$ cat src/hpsis_pkg.sv
// Constants, types and decode helpers for the hot-plug serial input scanner
package hpsis_pkg;

  localparam int CLK_MHZ      = 200;
  localparam int FILTER_MS    = 15;
  localparam int DEBOUNCE_MS  = 8;
  localparam int FILTER_CYC   = FILTER_MS * 1000 * CLK_MHZ;
  localparam int DEBOUNCE_CYC = DEBOUNCE_MS * 1000 * CLK_MHZ;
  localparam int SW_SAMPLES   = 32;
  localparam int SHIFT_DIV    = 8;
  localparam int SCAN_BYTES   = 8;
  localparam int LONG_BYTES   = 16;
  localparam int INT_BYTES    = 4;
  localparam int MAX_SLOTS    = 6;
  localparam int SLOT_OBITS   = 7;
  localparam int GPO_BITS     = 8;
  localparam int OUT_BITS     = MAX_SLOTS * SLOT_OBITS + GPO_BITS;

  localparam logic [7:0] OFS_SLOT_EN  = 8'h01;
  localparam logic [7:0] OFS_GPO      = 8'h13;
  localparam logic [7:0] OFS_SLOT_PWR = 8'h2D;
  localparam logic [7:0] OFS_CHG      = 8'h40;
  localparam logic [7:0] OFS_MASK     = 8'h44;
  localparam logic [7:0] OFS_MISC     = 8'h48;
  localparam logic [7:0] OFS_NONINT   = 8'h4C;
  localparam logic [7:0] OFS_PTR      = 8'h50;
  localparam logic [7:0] OFS_DATA     = 8'h54;
  localparam logic [7:0] OFS_SICFG    = 8'h58;

  localparam int MISC_INTP  = 0;
  localparam int MISC_IBUSY = 1;
  localparam int MISC_OGO   = 2;
  localparam int MISC_STRAP = 8;
  localparam int MISC_SDONE = 12;
  localparam int SICFG_LONG = 0;

  localparam logic [31:0] RST_MASK = 32'hFFFFFFFF;
  localparam logic [31:0] RST_WORD = 32'h00000000;
  localparam logic [7:0]  RST_BYTE = 8'h00;

  typedef enum logic [1:0] {HPSIS_OFF, HPSIS_PAR, HPSIS_SER} hpsis_mode_e;

  function automatic hpsis_mode_e hpsis_decode(input logic [2:0] sel);
    unique case (sel)
      3'h1, 3'h2:             return HPSIS_PAR;
      3'h3, 3'h4, 3'h5, 3'h6: return HPSIS_SER;
      default:                return HPSIS_OFF;
    endcase
  endfunction

  // Slots served; parallel modes shift all bits
  function automatic logic [2:0] hpsis_slots(input logic [2:0] sel);
    if (hpsis_decode(sel) == HPSIS_SER) begin
      return sel;
    end
    return 3'h6;
  endfunction

endpackage

$ cat src/hpsis_top.sv
// Hot-plug serial input scanner: scan, filter, de-bounce, status and outputs
`timescale 1ns/100ps
module hpsis_top import hpsis_pkg::*; #(
  parameter int FILTER_CYCLES   = FILTER_CYC,
  parameter int DEBOUNCE_CYCLES = DEBOUNCE_CYC
) (
  // Clock and chip reset
  input  wire logic        ref_clk_in,
  input  wire logic        rst_in,
  // Slot count strap
  input  wire logic [2:0]  slot_count_select_in,
  // Register port
  input  wire logic        reg_wr_in,
  input  wire logic [7:0]  reg_addr_in,
  input  wire logic [31:0] reg_wdata_in,
  output logic      [31:0] reg_rdata_out,
  // Serial input link
  output logic             serial_in_load_n_out,
  output logic             serial_in_shift_clock_out,
  input  wire logic        serial_in_data_in,
  // Serial output link
  output logic             serial_out_data_out,
  output logic             serial_out_clock_out,
  output logic             serial_out_latch_out,
  // Interrupt request
  output logic             hp_interrupt_out
);
  localparam int SAMP_CYC = FILTER_CYCLES / SW_SAMPLES;
  localparam int TW       = $clog2(FILTER_CYCLES + 1);
  localparam int DW       = $clog2(DEBOUNCE_CYCLES + 1);

  if (SAMP_CYC < 1 || DEBOUNCE_CYCLES < 1) begin : g_chk
    $error("hpsis_top: filter or de-bounce count too small");
  end

  typedef enum logic [1:0] {SC_IDLE, SC_LOAD, SC_SHIFT} hpsis_scan_e;

  logic [2:0]  strap_s;
  logic        sid_s;
  logic [2:0]  rel_cnt;
  logic [2:0]  slots_sel;
  hpsis_mode_e mode;
  logic [2:0]  nslots;
  logic        stut;

  hpsis_scan_e st;
  logic [2:0]  ph;
  logic [2:0]  bitn;
  logic [3:0]  byten;
  logic [3:0]  last_byte;
  logic [7:0]  sr;
  logic        last_bit;
  logic        real_bit;
  logic        cur_bit;
  logic        byte_done;
  logic        new_scan;

  logic [31:0] raw;
  logic [31:0] nonint;
  logic [31:0] chg;
  logic [31:0] mask;
  logic [31:0] frozen;
  logic [31:8] post_v;
  logic [31:8] post_d;
  logic        int_pend;
  logic        scan_done;
  logic        in_busy;
  logic [3:0]  ptr;
  logic        ptr_go;
  logic [7:0]  data_port;
  logic        long_cfg;
  logic [7:0]  slot_en;
  logic [7:0]  slot_pwr;
  logic [7:0]  gpo;

  logic          flt_on;
  logic [7:0]    cand;
  logic [5:0]    samp_cnt;
  logic [TW-1:0] tmr;
  logic          samp_tick;
  logic          sw_commit;
  logic          db_on;
  logic [DW-1:0] db_cnt;
  logic [31:8]   ns_diff;
  logic          ns_commit;
  logic [31:0]   upd;
  logic [31:0]   ack;
  logic [31:0]   apply;
  logic [31:0]   upd_all;
  logic [31:0]   fire;

  logic                wr_chg;
  logic                wr_misc;
  logic                ob_busy;
  logic                ob_go;
  logic [OUT_BITS-1:0] frame;
  logic [5:0]          out_len;
  logic [31:0]         misc_val;
  logic [31:0]         next_rdata;

  hpsis_sync3 #(.W(4)) u_sync (
    .clk_in (ref_clk_in),
    .rst_in (rst_in),
    .d_in   ({slot_count_select_in, serial_in_data_in}),
    .q_out  ({strap_s, sid_s})
  );

  // Strap caught once the synchroniser has settled after release
  always_ff @(posedge ref_clk_in) begin
    if (rst_in) begin
      rel_cnt   <= 3'h0;
      slots_sel <= 3'h0;
    end else if (rel_cnt != 3'h5) begin
      rel_cnt <= rel_cnt + 3'h1;
      if (rel_cnt == 3'h4) begin
        slots_sel <= strap_s;
      end
    end
  end

  assign mode   = hpsis_decode(slots_sel);
  assign nslots = hpsis_slots(slots_sel);
  assign stut   = (mode == HPSIS_SER);

  assign wr_chg  = reg_wr_in && (reg_addr_in == OFS_CHG);
  assign wr_misc = reg_wr_in && (reg_addr_in == OFS_MISC);

  // Scan sequencer; one bit slot is eight core clocks
  always_ff @(posedge ref_clk_in) begin
    if (rst_in) begin
      ph    <= 3'h0;
      st    <= SC_IDLE;
      bitn  <= 3'h0;
      byten <= 4'h0;
    end else begin
      ph <= ph + 3'h1;
      if (ph == 3'h7) begin
        unique case (st)
          SC_IDLE: begin
            if (mode != HPSIS_OFF) begin
              st <= SC_LOAD;
            end
          end
          SC_LOAD: begin
            st    <= SC_SHIFT;
            bitn  <= 3'h0;
            byten <= 4'h0;
          end
          SC_SHIFT: begin
            bitn <= bitn + 3'h1;
            if (bitn == 3'h7) begin
              // Byte 15 always ends a scan, even if the stretch drops away
              if (byten == last_byte || byten == 4'hF) begin
                st <= (mode == HPSIS_OFF) ? SC_IDLE : SC_LOAD;
              end else begin
                byten <= byten + 4'h1;
              end
            end
          end
          default: st <= SC_IDLE;
        endcase
      end
    end
  end

  // Pointer past byte 7 stretches the current scan to reach it
  assign last_byte = (long_cfg || (in_busy && ptr[3])) ? 4'hF : 4'h7;
  assign real_bit  = byten[3] || !stut || (bitn < nslots);
  assign cur_bit   = real_bit ? sid_s : last_bit;
  assign byte_done = (st == SC_SHIFT) && (ph == 3'h7) && (bitn == 3'h7);

  // Capture just before the rising edge that presents the next bit
  always_ff @(posedge ref_clk_in) begin
    if (rst_in) begin
      sr       <= RST_BYTE;
      last_bit <= 1'b0;
    end else if (st == SC_SHIFT && ph == 3'h3) begin
      sr       <= {cur_bit, sr[7:1]};
      last_bit <= cur_bit;
    end
  end

  always_ff @(posedge ref_clk_in) begin
    if (rst_in) begin
      serial_in_load_n_out      <= 1'b1;
      serial_in_shift_clock_out <= 1'b0;
    end else begin
      serial_in_load_n_out      <= (st != SC_LOAD);
      serial_in_shift_clock_out <= (st == SC_SHIFT) && real_bit
                                   && (ph >= 3'h3) && (ph <= 3'h6);
    end
  end

  always_ff @(posedge ref_clk_in) begin
    if (rst_in) begin
      raw      <= RST_WORD;
      nonint   <= RST_WORD;
      new_scan <= 1'b0;
    end else begin
      new_scan <= byte_done && (byten == 4'(INT_BYTES - 1));
      if (byte_done && byten < 4'(INT_BYTES)) begin
        raw[byten[1:0]*8 +: 8] <= sr;
      end else if (byte_done && byten < 4'(SCAN_BYTES)) begin
        nonint[byten[1:0]*8 +: 8] <= sr;
      end
    end
  end

  always_ff @(posedge ref_clk_in) begin
    if (rst_in) begin
      scan_done <= 1'b0;
    end else begin
      scan_done <= (scan_done && !(wr_misc && reg_wdata_in[MISC_SDONE]))
                   || (byte_done && byten == 4'(SCAN_BYTES - 1));
    end
  end

  always_ff @(posedge ref_clk_in) begin
    if (rst_in) begin
      in_busy   <= 1'b0;
      ptr_go    <= 1'b0;
      ptr       <= 4'h0;
      data_port <= RST_BYTE;
    end else if (reg_wr_in && reg_addr_in == OFS_PTR) begin
      in_busy <= 1'b1;
      ptr_go  <= 1'b0;
      ptr     <= reg_wdata_in[3:0];
    end else if (in_busy && ptr_go && byte_done && byten == ptr) begin
      data_port <= sr;
      in_busy   <= 1'b0;
    end else if (st == SC_LOAD) begin
      // Only a scan begun after the pointer write may fill the port
      ptr_go <= 1'b1;
    end
  end

  // Switch glitch filter over byte 0
  assign samp_tick = flt_on && (tmr == TW'(SAMP_CYC - 1));
  assign sw_commit = samp_tick && (raw[7:0] == cand)
                     && (samp_cnt == 6'(SW_SAMPLES - 1));

  always_ff @(posedge ref_clk_in) begin
    if (rst_in) begin
      flt_on   <= 1'b0;
      cand     <= RST_BYTE;
      samp_cnt <= 6'h00;
      tmr      <= '0;
    end else if (!flt_on) begin
      if (new_scan && |((raw[7:0] ^ chg[7:0]) & ~frozen[7:0])) begin
        flt_on   <= 1'b1;
        cand     <= raw[7:0];
        samp_cnt <= 6'h00;
        tmr      <= '0;
      end
    end else if (samp_tick) begin
      tmr <= '0;
      if (raw[7:0] != cand) begin
        cand     <= raw[7:0];
        samp_cnt <= 6'h00;
      end else if (samp_cnt == 6'(SW_SAMPLES - 1)) begin
        flt_on <= 1'b0;
      end else begin
        samp_cnt <= samp_cnt + 6'h01;
      end
    end else begin
      tmr <= tmr + TW'(1);
    end
  end

  // Non-switch de-bounce window
  assign ns_diff   = (raw[31:8] ^ chg[31:8]) & ~frozen[31:8];
  assign ns_commit = new_scan && !db_on && |ns_diff;

  always_ff @(posedge ref_clk_in) begin
    if (rst_in) begin
      db_on  <= 1'b0;
      db_cnt <= '0;
    end else if (ns_commit) begin
      db_on  <= 1'b1;
      db_cnt <= '0;
    end else if (db_on) begin
      if (db_cnt == DW'(DEBOUNCE_CYCLES - 1)) begin
        db_on <= 1'b0;
      end else begin
        db_cnt <= db_cnt + DW'(1);
      end
    end
  end

  // Every update flips only bits that differ, so XOR applies it
  always_comb begin
    upd = RST_WORD;
    if (sw_commit) begin
      upd[7:0] = (cand ^ chg[7:0]) & ~frozen[7:0];
    end
    if (ns_commit) begin
      upd[31:8] = ns_diff;
    end
    ack     = wr_chg ? (reg_wdata_in & frozen) : RST_WORD;
    apply   = ack & {post_v, 8'h00};
    upd_all = upd | (apply & ({post_d, 8'h00} ^ chg));
    fire    = upd_all & ~mask;
  end

  always_ff @(posedge ref_clk_in) begin
    if (rst_in) begin
      chg    <= RST_WORD;
      frozen <= RST_WORD;
    end else begin
      chg    <= chg ^ upd_all;
      frozen <= (frozen & ~ack) | fire;
    end
  end

  // A frozen non-switch bit (bits 8 to 31) past de-bounce holds at most one further change
  always_ff @(posedge ref_clk_in) begin
    if (rst_in) begin
      post_v <= '0;
      post_d <= '0;
    end else begin
      for (int i = 8; i < 32; i++) begin
        if (apply[i]) begin
          post_v[i] <= 1'b0;
        end else if (new_scan && !db_on && frozen[i] && !post_v[i]
                     && (raw[i] != chg[i])) begin
          post_v[i] <= 1'b1;
          post_d[i] <= raw[i];
        end
      end
    end
  end

  always_ff @(posedge ref_clk_in) begin
    if (rst_in) begin
      int_pend         <= 1'b0;
      hp_interrupt_out <= 1'b0;
    end else begin
      // An event in the clearing cycle wins, so it is never lost
      int_pend <= (int_pend && !(wr_misc && reg_wdata_in[MISC_INTP]))
                  || |fire;
      hp_interrupt_out <= int_pend;
    end
  end

  always_ff @(posedge ref_clk_in) begin
    if (rst_in) begin
      mask     <= RST_MASK;
      long_cfg <= 1'b0;
      slot_en  <= RST_BYTE;
      slot_pwr <= RST_BYTE;
      gpo      <= RST_BYTE;
    end else if (reg_wr_in) begin
      unique case (reg_addr_in)
        OFS_MASK:     mask     <= reg_wdata_in;
        OFS_SICFG:    long_cfg <= reg_wdata_in[SICFG_LONG];
        OFS_SLOT_EN:  slot_en  <= reg_wdata_in[7:0];
        OFS_SLOT_PWR: slot_pwr <= reg_wdata_in[7:0];
        OFS_GPO:      gpo      <= reg_wdata_in[7:0];
        default: ;
      endcase
    end
  end

  // Seven control bits per slot, general outputs last
  always_comb begin
    frame = '0;
    for (int i = 0; i < MAX_SLOTS; i++) begin
      frame[i*SLOT_OBITS +: SLOT_OBITS] = {slot_en[i], !slot_en[i],
        slot_en[i], !slot_en[i], !slot_en[i], slot_pwr[i], 1'b0};
    end
    frame[MAX_SLOTS*SLOT_OBITS +: GPO_BITS] = gpo;
  end

  assign out_len = stut ? 6'(nslots * SLOT_OBITS + GPO_BITS)
                        : 6'(2 * SLOT_OBITS);
  assign ob_go   = wr_misc && reg_wdata_in[MISC_OGO] && (mode != HPSIS_OFF);

  hpsis_oshift #(.NBITS(OUT_BITS)) u_oshift (
    .clk_in    (ref_clk_in),
    .rst_in    (rst_in),
    .go_in     (ob_go),
    .frame_in  (frame),
    .len_in    (out_len),
    .busy_out  (ob_busy),
    .data_out  (serial_out_data_out),
    .clk_out   (serial_out_clock_out),
    .latch_out (serial_out_latch_out)
  );

  always_comb begin
    misc_val                           = RST_WORD;
    misc_val[MISC_INTP]                = int_pend;
    misc_val[MISC_IBUSY]               = in_busy;
    misc_val[MISC_OGO]                 = ob_busy;
    misc_val[MISC_STRAP +: 3]          = slots_sel;
    misc_val[MISC_SDONE]               = scan_done;
    unique case (reg_addr_in)
      OFS_CHG:      next_rdata = chg;
      OFS_MASK:     next_rdata = mask;
      OFS_MISC:     next_rdata = misc_val;
      OFS_NONINT:   next_rdata = nonint;
      OFS_PTR:      next_rdata = {28'h0000000, ptr};
      OFS_DATA:     next_rdata = {24'h000000, data_port};
      OFS_SICFG:    next_rdata = {31'h00000000, long_cfg};
      OFS_SLOT_EN:  next_rdata = {24'h000000, slot_en};
      OFS_SLOT_PWR: next_rdata = {24'h000000, slot_pwr};
      OFS_GPO:      next_rdata = {24'h000000, gpo};
      default:      next_rdata = RST_WORD;
    endcase
  end

  always_ff @(posedge ref_clk_in) begin
    if (rst_in) begin
      reg_rdata_out <= RST_WORD;
    end else begin
      reg_rdata_out <= next_rdata;
    end
  end
endmodule

$ cat src/hpsis_sync3.sv
// Three-stage synchroniser with agreement filter for pin inputs
`timescale 1ns/100ps
module hpsis_sync3 #(
  parameter int W = 1
) (
  // Clock and reset
  input  wire logic         clk_in,
  input  wire logic         rst_in,
  // Data
  input  wire logic [W-1:0] d_in,
  output logic      [W-1:0] q_out
);
  logic [W-1:0] s1;
  logic [W-1:0] s2;
  logic [W-1:0] s3;

  always_ff @(posedge clk_in) begin
    if (rst_in) begin
      s1    <= '0;
      s2    <= '0;
      s3    <= '0;
      q_out <= '0;
    end else begin
      s1 <= d_in;
      s2 <= s1;
      s3 <= s2;
      for (int i = 0; i < W; i++) begin
        if (s2[i] == s3[i]) begin
          q_out[i] <= s3[i];
        end
      end
    end
  end
endmodule

$ cat src/hpsis_oshift.sv
// Demand-driven serial output shifter for slot controls
`timescale 1ns/100ps
module hpsis_oshift import hpsis_pkg::*; #(
  parameter int NBITS = OUT_BITS
) (
  // Clock and reset
  input  wire logic             clk_in,
  input  wire logic             rst_in,
  // Request
  input  wire logic             go_in,
  input  wire logic [NBITS-1:0] frame_in,
  input  wire logic [5:0]       len_in,
  output logic                  busy_out,
  // Serial output pins
  output logic                  data_out,
  output logic                  clk_out,
  output logic                  latch_out
);
  typedef enum logic [1:0] {OS_IDLE, OS_BITS, OS_LATCH} hpsis_os_e;

  hpsis_os_e        st;
  logic [2:0]       ph;
  logic [5:0]       left;
  logic [NBITS-1:0] sh;

  if (NBITS > 63) begin : g_chk
    $error("hpsis_oshift: NBITS too large for length counter");
  end

  always_ff @(posedge clk_in) begin
    if (rst_in) begin
      st        <= OS_IDLE;
      ph        <= 3'h0;
      left      <= 6'h00;
      sh        <= '0;
      busy_out  <= 1'b0;
      data_out  <= 1'b0;
      clk_out   <= 1'b0;
      latch_out <= 1'b0;
    end else begin
      ph <= ph + 3'h1;
      unique case (st)
        OS_IDLE: begin
          ph      <= 3'h0;
          clk_out <= 1'b0;
          if (go_in && len_in != 6'h00) begin
            st       <= OS_BITS;
            sh       <= frame_in;
            left     <= len_in;
            busy_out <= 1'b1;
          end
        end
        OS_BITS: begin
          data_out <= sh[0];
          clk_out  <= (ph >= 3'h3) && (ph <= 3'h6);
          if (ph == 3'h7) begin
            sh   <= sh >> 1;
            left <= left - 6'h01;
            if (left == 6'h01) begin
              st <= OS_LATCH;
            end
          end
        end
        OS_LATCH: begin
          latch_out <= (ph != 3'h7);
          if (ph == 3'h7) begin
            st       <= OS_IDLE;
            busy_out <= 1'b0;
          end
        end
        default: st <= OS_IDLE;
      endcase
    end
  end
endmodule

$ cat config.mk
export PLATFORM = sky130hd
export DESIGN_NAME = hpsis_top
export DESIGN_NICKNAME = d
export VERILOG_FILES = /design/src/hpsis_pkg.sv /design/src/hpsis_top.sv /design/src/hpsis_sync3.sv /design/src/hpsis_oshift.sv
export SDC_FILE = /design/constraint.sdc
export NUM_CORES = 1
export LEC_CHECK = 0
export BUFFER_PORTS_ARGS = -buffer_cell sky130_fd_sc_hd__buf_2
export CAP_MARGIN = 0
export CELL_PAD_IN_SITES_DETAIL_PLACEMENT = 0
export CELL_PAD_IN_SITES_GLOBAL_PLACEMENT = 1
export CORE_AREA = 10 10 256 258
export CTS_CLUSTER_SIZE = 20
export DETAILED_ROUTE_END_ITERATION = 7
export DIE_AREA = 0 0 266 268
export PLACE_DENSITY = 0.7
export SETUP_SLACK_MARGIN = 0.4
export SYNTH_ARGS = -nofsm -noshare
export SYNTH_HDL_FRONTEND = slang
export SYNTH_SLANG_ARGS = --single-unit
$ cat constraint.sdc
create_clock -name ref_clk_in -period 6.3 [get_ports ref_clk_in]
set_input_delay 1.26 -clock ref_clk_in [delete_from_list [all_inputs] [get_ports ref_clk_in]]
set_output_delay 1.26 -clock ref_clk_in [all_outputs]
set_load 0.005 [all_outputs]
==> results of run 1 <==
==> per-stage QoR <==
stage / utilization / worst slack [ns] / hold WS, ns / area [um2]
floorplan: - / 2.897 / 0.4138 / 20990
global placement: 0.3650 / 1.570 / 0.4150 / 21950
detailed placement: 0.3650 / 1.494 / 0.4285 / 21950
CTS: 0.3948 / 2.120 / 0.4433 / 23740
global route: 0.3948 / 1.977 / 0.4600 / 23740
finish: 0.3948 / 2.048 / 0.4395 / 23740
==> report_power, final <==
group          internal, mW  switching [mW]  total, mW
sequential             2.86         0.00637       2.87
clock                  1.91            1.25       3.16
combinational        0.0437           0.125      0.169
total                  4.81            1.39       6.20
==> critical path, cell delays in order <==
cell     delay (ns)
buf_2          0.16
or4b_1         0.85
nor4_4         1.05
buf_4          0.41
nand2_1        0.10
or3_1          0.34
a311o_1        0.41
a41oi_2        0.17
==> worst min-delay path by stage <==
stage          slack, ns      endpoint    startpoint
6_report            0.44  u_sync.s2[2]  u_sync.s1[2]
4_1_cts             0.44  u_sync.s2[2]  u_sync.s1[2]
3_3_place_gp        0.41  u_sync.s2[0]  u_sync.s1[0]
5_1_grt             0.46  u_sync.s2[1]  u_sync.s1[1]
3_5_place_dp        0.43  u_sync.s2[2]  u_sync.s1[2]
2_1_floorplan       0.41  u_sync.s2[0]  u_sync.s1[0]
==> state kept, by name, indices dropped and copies added (netlist names), 22 cells and up <==
register       count
frozen            32
nonint            32
post_v            24
u_oshift.sh       50
raw               32
mask              32
reg_rdata_out     32
tmr               22
post_d            24
chg               32
==> layer usage <==
metal,up-vias,wire length [um]
li1,9188,-
met1,9226,31130
met2,559,31020
met3,112,4023
met4,4,1861
met5,-,18
==> area by class of cell <==
class | count | area (um2) | share of cell area
Antenna cell | 1 | 2.502 | 0.0001054
Sequential cell | 451 | 9029 | 0.3803
Clock inverter | 24 | 295.3 | 0.01244
Multi-Input combinational cell | 1930 | 11060 | 0.4660
Clock buffer | 69 | 1496 | 0.06303
Inverter | 71 | 266.5 | 0.01123
Timing Repair Buffer | 108 | 610.6 | 0.02572
Tap cell | 782 | 978.4 | 0.04121
==> cells in the final DEF (no fill, tap or decap), types with 35 or more instances in the layout <==
| cell | count |
|---|---|
| a22oi_1 | 37 |
| o21ai_0 | 68 |
| xor2_1 | 40 |
| nor2_1 | 383 |
| nand2_1 | 367 |
| xnor2_1 | 72 |
| clkbuf_16 | 53 |
| nor4_1 | 35 |
| nand3_1 | 80 |
| a21oi_1 | 250 |
| inv_1 | 70 |
| buf_2 | 83 |
| nor3_1 | 84 |
| dfxtp_1 | 451 |
==> logic make-up after synthesis <==
kind of cell	Yosys count	synth area share
fa+ha+maj	31	0.01836
flops	451	0.4302
compound gates	577	0.1742
buf+inv	246	0.04542
xor+xnor	112	0.04674
mux	66	0.03446
simple gates	1144	0.2506
==> flow_summary.toml, run 1 <==
[status]
status = "complete, no violations"

[layout]
areaGrowthSynthToFinish_pct = 13.11
fillCellCount = 6210
drive_gt1_frac = 0.09876
finalNonFillerCells = 3436
finish.net_count = 2691

[die]
die_x_um = 266
rows = 90
start_util = 0.3490
dieArea_mm2 = 0.07129
io_pins = 85
core_area_mm2 = 0.06013
die_y_um = 268

[drt]
vias = 19090
drt_iter0_drc = 1701
first_pass_iters = 8
via_per_inst = 5.556
ant_nets = 0
wl_per_cell_um = 19.81
drt_wl_total_um = 68060
drc_errors = 0

[grt]
grt_overflow_total = 0
grt_pass1_wl_um = 106300
grtUsageTotal = 0.1870
grt_use_met3 = 0.02532
top_usage_layer = "met2"
antenna_found_initial = 4
grt.met2_usage = 0.3039
grt_pass1_vias = 18110
use_met1 = 0.2520
grt_max_degree = 104

[synthesis]
yosysMostFrequentCell = "dfxtp_1"
synthTopCellsByArea = "dfxtp_1, nor2_1, nand2_1"
synth.top_cell.area_share = 0.4302
ys.warnings.count = 0
yosys-top-cells-count = "dfxtp_1, nor2_1, nand2_1, a21oi_1, clkbuf_1"
async_flop_share = 0
avgSynthCellArea_um2 = 7.990
yosysUniqueCellTypes = 82
syn_inst = 2627
synth_ff_type = "dfxtp_1"
netlist_area_mm2 = 0.02099
ys_ff_latch = 451
seq_area_frac_synth = 0.4302
synth_edf_count = 0
synth_top_area_cell = "dfxtp_1"
syn_nets = 2704

[critical_path]
worst_setup_path_end_kind = "flip-flop"
critPathKind = "input port to flip-flop"
arrival_ns = 4.77
cp-endpoint = "int_pend"
timing.rr.end = "int_pend"
startpoint = "reg_addr_in[5]"
worst-path-max-fanout = 16
r2r_setup_slack_ns = 2.98
rr_worst_depth = 6
start_kind = "input port"
crit_required_ns = 6.82
worstReg2RegStart = "new_scan"

[clock_tree]
worstSkewPairLatency_ns = 0.60
cts_resized = 0
cts_tree = "built"
cts_setup_buffers = 0
cts_max_path_buffers = 3
htree_levels = 2
clk_pin_slew_ns = 0.06
root_buffer = "clkbuf_16"
clock-sinks = 451
hold_buffers = 0
cts-buffers-inserted = 52

[placed_design]
dp.cells = 3342
hpwl_um = 46130
io_buffers = 84
place_congestion = 0.9067

[sta]
fin_crit_sh = 0.6750
setup_viol = 0
fin_crit_ns = 4.252
hold_viol = 0
fmax_mhz = 235.2
max_slew_margin = 0.2303
fin_skew_ns = 0.02714
slew_violations = 0
worst_pin_slew_ns = 1.154
grt_setup_unrepaired = "false"
fin_tns_setup_ns = 0

[min_path]
hp-class = "flip-flop to flip-flop"
hold_depth = 1

[power_and_ir_drop]
power.total_mw = 6.200
vdd_drop_max_v = 0.0002228
powerDensity_mw_per_mm2 = 261.2
p_leak_nw = 8.177

[run]
maxCapViolations = 0
Note: power is estimated with default switching activity, not from simulation.
==> run 2, diff against run 1 <==
--- a/config.mk
+++ b/config.mk
@@ -13,7 +13,7 @@
 export CTS_CLUSTER_SIZE = 20
 export DETAILED_ROUTE_END_ITERATION = 7
 export DIE_AREA = 0 0 266 268
-export PLACE_DENSITY = 0.7
+export PLACE_DENSITY = 0.73
 export SETUP_SLACK_MARGIN = 0.4
 export SYNTH_ARGS = -nofsm -noshare
 export SYNTH_HDL_FRONTEND = slang
==> constraint.sdc (replaced) <==
create_clock -name ref_clk_in -period 3.4 [get_ports ref_clk_in]
set_input_delay 0.68 -clock ref_clk_in [delete_from_list [all_inputs] [get_ports ref_clk_in]]
set_output_delay 0.68 -clock ref_clk_in [all_outputs]
set_load 0.005 [all_outputs]
==> run 2 against run 1 <==
  * Combinational power grew 89%
  * Worst hold slack lost 0.16 ns
  * Non-clock buffer count grew 45
  * Clock skew shrank 0.0066 ns
==> flow_summary.toml, run 2 (synthesis results as in run 1) <==
[status]
status = "complete, no violations"

[grt]
grt_overflow_total = 0
grtUsageTotal = 0.1869
grt_pass1_wl_um = 106600
antenna_found_initial = 3
grt_pass1_vias = 18360
grt_max_degree = 113

[min_path]
hp-class = "input port to flip-flop"

[sta]
max_slew_margin = 0.3289
hold_viol = 0
setup_viol = 0
fin_tns_setup_ns = 0
fin_crit_sh = 0.8569
worst_pin_slew_ns = 1.007
fin_crit_ns = 2.913
fmax_mhz = 343.2
fin_skew_ns = 0.02055
slew_violations = 0
grt_setup_unrepaired = "true"

[drt]
drt_wl_total_um = 68470
drc_errors = 0
drt_iter0_drc = 1584
ant_nets = 0
via_per_inst = 5.523
first_pass_iters = 7
vias = 19230
wl_per_cell_um = 19.67

[layout]
areaGrowthSynthToFinish_pct = 14.93
finalNonFillerCells = 3481
n_antenna_cell = 0
finish.net_count = 2736
fillCellCount = 6171
drive_gt1_frac = 0.1134
largest_reg_flops = 50
final_cell_mix = "dfxtp_1, nor2_1, nand2_1"
regMostFlops = "u_oshift.sh"
final_common_cell = "dfxtp_1"

[critical_path]
arrival_ns = 3.38
timing.rr.end = "int_pend"
rr_worst_depth = 7
path_cells = "xnor2_1, o22ai_1, or4_1, o21ai_0, a311oi_1, a2111oi_1, a41oi_2"
crit_buf_inv = 0
cp-endpoint = "int_pend"
worst-path-max-fanout = 7
critPathKind = "flip-flop to flip-flop"
r2r_setup_slack_ns = 0.49
worstReg2RegStart = "chg[23]"
worst_setup_path_end_kind = "flip-flop"
startpoint = "chg[23]"
crit_cells = 7
cp_top_family = "compound AO/OA/AOI/OAI gates"
slowest_delay_ns = 0.62
crit_required_ns = 3.87
crit_path_top_delay_cell = "or4_1"
start_kind = "flip-flop"

[clock_tree]
clock-sinks = 451
root_buffer = "clkbuf_16"
worstSkewPairLatency_ns = 0.61
clk_pin_slew_ns = 0.06
cts_setup_buffers = 0
hold_buffers = 0
cts-buffers-inserted = 52
cts_tree = "built"
htree_levels = 2
cts_max_path_buffers = 3

[die]
start_util = 0.3490
core_area_mm2 = 0.06013
die_y_um = 268
rows = 90
io_pins = 85
die_x_um = 266
dieArea_mm2 = 0.07129

[placed_design]
dp.cells = 3387
io_buffers = 84
hpwl_um = 47500
place_congestion = 0.9028

[power_and_ir_drop]
powerDensity_mw_per_mm2 = 470.6
p_leak_nw = 8.402
vdd_drop_max_v = 0.0004211

[run]
maxCapViolations = 0
## run 2: changes by cell type in the layout (fill, tap and decap cells not counted), moves of 2 or more
| cell | previous run | this run |
|---|---|---|
| clkbuf_1 | 5 | 10 |
| clkinv_4 | 3 | 1 |
| buf_12 | 0 | 6 |
| xnor2_1 | 72 | 70 |
| xnor2_2 | 0 | 2 |
| buf_4 | 24 | 63 |
| clkinv_2 | 11 | 13 |
| clkinvlp_4 | 3 | 1 |
## run 2: area by class of cell
class,instances,area (um2),area share
multi-input cells,1930,11090,0.4599
flip-flops and latches,451,9029,0.3743
clock buffers,72,1476,0.06120
repair buffers,153,1023,0.04243
well taps,782,978.4,0.04056
inverters,71,266.5,0.01105
clock inverters,22,256.5,0.01063
## run 2: what timing repair did
action,4_1_cts,5_1_grt
hold endpoints to repair,0,0
resized for setup,2,4
setup endpoints to repair,5,31
## run 2: worst register-to-register path: stages (launching register included)
cell and delay [ns]:
dfxtp_1 0.38, xnor2_1 0.51, o22ai_1 0.14, or4_1 0.62, o21ai_0 0.29, a311oi_1 0.19, a2111oi_1 0.49, a41oi_2 0.15
## run 2: worst min path at each step
| stage | startpoint | endpoint | slack, ns | depth (start not counted) |
|---|---|---|---|---|
| detailed placement | u_sync.s1[1] | u_sync.s2[1] | 0.42 | 1 |
| CTS | rst_in | u_oshift.data_out | 0.25 | 2 |
| finish | rst_in | u_oshift.latch_out | 0.28 | 2 |
| floorplan | u_sync.s1[0] | u_sync.s2[0] | 0.41 | 1 |
| global placement | u_sync.s1[1] | u_sync.s2[1] | 0.43 | 1 |
| global route | rst_in | u_oshift.data_out | 0.27 | 2 |
## run 2: metrics by stage
step | util | setup WS (ns) | hold slack (ns) | total power, mW | cell area (um2)
6_report | 0.4012 | 0.4867 | 0.2788 | 11.35 | 24120
5_1_grt | 0.4012 | 0.2563 | 0.2709 | 11.71 | 24120
4_1_cts | 0.4008 | 0.4232 | 0.2493 | 11.49 | 24100
3_5_place_dp | 0.3717 | 0.04315 | 0.4242 | 5.744 | 22350
3_3_place_gp | 0.3717 | 0.1255 | 0.4257 | 5.740 | 22350
2_1_floorplan | - | 0.5766 | 0.4138 | 5.597 | 20990
## run 2: where the power goes
part / total (mW) / switching (mW) / internal [mW] / leakage (nW)
combinational: 0.320 / 0.232 / 0.0881 / 3.91
clock: 5.72 / 2.32 / 3.40 / 0.862
sequential: 5.31 / 0.0117 / 5.30 / 3.64
## run 2: per-layer routing
| layer | up-vias | part of all wire | global-route usage |
|---|---|---|---|
| li1 | 9285 | - | - |
| met1 | 9153 | 0.45 | 0.2491 |
| met2 | 647 | 0.44 | 0.2952 |
| met3 | 135 | 0.070 | 0.03391 |
| met4 | 6 | 0.034 | 0.07412 |
| met5 | - | 0.00057 | 0 |
==> run 3, diff against run 2 <==
--- a/config.mk
+++ b/config.mk
@@ -9,11 +9,11 @@
 export CAP_MARGIN = 0
 export CELL_PAD_IN_SITES_DETAIL_PLACEMENT = 0
 export CELL_PAD_IN_SITES_GLOBAL_PLACEMENT = 1
-export CORE_AREA = 10 10 256 258
+export CORE_AREA = 10 10 235 237
 export CTS_CLUSTER_SIZE = 20
 export DETAILED_ROUTE_END_ITERATION = 7
-export DIE_AREA = 0 0 266 268
-export PLACE_DENSITY = 0.73
+export DIE_AREA = 0 0 245 247
+export PLACE_DENSITY = 0.83
 export SETUP_SLACK_MARGIN = 0.4
 export SYNTH_ARGS = -nofsm -noshare
 export SYNTH_HDL_FRONTEND = slang
==> run 3 against run 2 <==
  * Non-clock buffer count shrank 1
  * First-iteration DRC count grew 16%
  * Sequential power is essentially flat
  * Design area shrank 1.0%
  * Clock power shrank 6.6%
  * Die area shrank 15%
  * Global-route usage grew 2.2 points
  * Setup slack gained 0.12 ns
  * Combinational power shrank 5%
  * Critical path type unchanged
  * Utilization grew 7.0 points
  * Total power shrank 3.5%
==> flow_summary.toml, run 3 (synthesis results as in run 1) <==
[die]
start_util = 0.4142
io_pins = 85
die_y_um = 247
rows = 83
die_x_um = 245
core_area_mm2 = 0.05068
dieArea_mm2 = 0.06052

[sta]
fin_skew_ns = 0.02604
fin_crit_ns = 2.789
max_slew_margin = 0.4364
hold_viol = 0
fin_crit_sh = 0.8203
fin_tns_setup_ns = 0
fmax_mhz = 358.5
grt_setup_unrepaired = "false"
worst_pin_slew_ns = 0.8454
worst_slack_ns = 0.6109
slew_violations = 0
hold_ws_ns = 0.3008
setup_viol = 0

[min_path]
hold_depth = 2
hp-class = "input port to flip-flop"
hp-start = "slot_count_select_in[1]"
holdPathEnd = "u_sync.s1[2]"

[power_and_ir_drop]
intPower_mw = 8.518
vdd_drop_max_v = 0.0003237
power.total_mw = 10.95
power_frac_comb = 0.028
switching_share = 0.2223
switching_power_mw = 2.435
p_seq_frac = 0.485
p_leak_nw = 8.326
powerDensity_mw_per_mm2 = 458.9
p_clk_frac = 0.487

[drt]
ant_nets = 0
via_per_inst = 5.765
drc_errors = 0
first_pass_iters = 6
vias = 19460
wl_per_cell_um = 19.41
drt_iter0_drc = 1837
drt_wl_total_um = 65500

[critical_path]
crit_required_ns = 3.85
worst-path-max-fanout = 7
arrival_ns = 3.24
critPathKind = "flip-flop to flip-flop"
rr_worst_depth = 7
start_kind = "flip-flop"
r2r_setup_slack_ns = 0.61
worstReg2RegStart = "chg[27]"
worst_setup_path_end_kind = "flip-flop"
timing.rr.end = "int_pend"

[layout]
finish.net_count = 2732
drive_gt1_frac = 0.1103
fillCellCount = 5067
final_cell_mix = "dfxtp_1, nor2_1, nand2_1"
largest_reg_flops = 50
areaGrowthSynthToFinish_pct = 13.73
fin_util = 0.4710
regMostFlops = "u_oshift.sh"
final_common_cell = "dfxtp_1"

[run]
maxCapViolations = 0

[clock_tree]
cts-buffers-inserted = 49
clock-sinks = 451
clk_pin_slew_ns = 0.06
htree_levels = 2
root_buffer = "clkbuf_16"
cts_tree = "built"
worstSkewPairLatency_ns = 0.61
cts_setup_buffers = 0
cts_max_path_buffers = 3

[grt]
grt_pass1_wl_um = 101700
grt_max_degree = 172
grt_pass1_vias = 18150
grt_overflow_total = 0
grtUsageTotal = 0.2088
antenna_found_initial = 3

[placed_design]
hpwl_um = 44730
io_buffers = 84
place_congestion = 0.9393
pre_cts_ws_ns = 0.02052

[status]
status = "complete, no violations"
[run 3: cell types whose count changed in the layout (fill, tap and decap cells not counted), moves of 2 or more]
cell       change
bufinv_16      -3
clkbuf_1       +3
clkinv_2       -3
buf_4          -2
diode_2        +2
xnor2_1        -2
xnor2_2        +2
[run 3: final cells by class]
cell class / instances / area, um2 / share of cell area
multi-input cells: 1930 / 11090 / 0.4645
flip-flops and latches: 451 / 9029 / 0.3782
clock buffers: 75 / 1476 / 0.06185
repair buffers: 152 / 1028 / 0.04308
well taps: 680 / 850.8 / 0.03564
inverters: 71 / 266.5 / 0.01116
clock inverters: 14 / 126.4 / 0.005294
diodes: 2 / 5.005 / 0.0002097
[run 3: through the flow]
stage                     area, um2  std cells
after floorplan               20990       2627
after global placement        22230       3284
after detailed placement      22230       3284
after CTS                     23830       3373
after global routing          23870       3374
final                         23870       3375
[run 3: worst max path at each step]
| stage | end | from | depth (start not counted) | slack [ns] |
|---|---|---|---|---|
| final | int_pend | chg[27] | 7 | 0.61 |
| after floorplan | int_pend | reg_wr_in | 10 | 0.58 |
| after global routing | int_pend | chg[27] | 7 | 0.45 |
| after detailed placement | int_pend | reg_addr_in[5] | 8 | 0.02 |
| after CTS | int_pend | chg[18] | 7 | 0.46 |
| after global placement | int_pend | reg_addr_in[5] | 8 | 0.08 |
[run 3: what timing repair did]
action,CTS,global route
gates resized for setup,0,6
endpoints found under the setup margin,0,22
hold buffers,0,0
[run 3: power groups by stage]
stage          combinational, mW  clock, mW  sequential, mW
3_3_place_gp               0.298          0            5.43
6_report                   0.305       5.34            5.31
3_5_place_dp               0.301          0            5.43
4_1_cts                    0.302       5.45            5.31
2_1_floorplan              0.172          0            5.43
5_1_grt                    0.327       5.65            5.31
[run 3: metal layers]
layer | global-route usage | share of wire
met5 | 0 | 0.00046
met3 | 0.03140 | 0.069
met4 | 0.08384 | 0.035
met2 | 0.3392 | 0.46
met1 | 0.2741 | 0.44
[run 3: worst max-delay path, cell delays in order, from the launching register on]
cell and delay (ns):
dfxtp_1 0.55, xnor2_2 0.21, o22ai_1 0.16, or4_1 0.65, o21ai_0 0.27, a311oi_1 0.19
a2111oi_1 0.45, a41oi_2 0.15
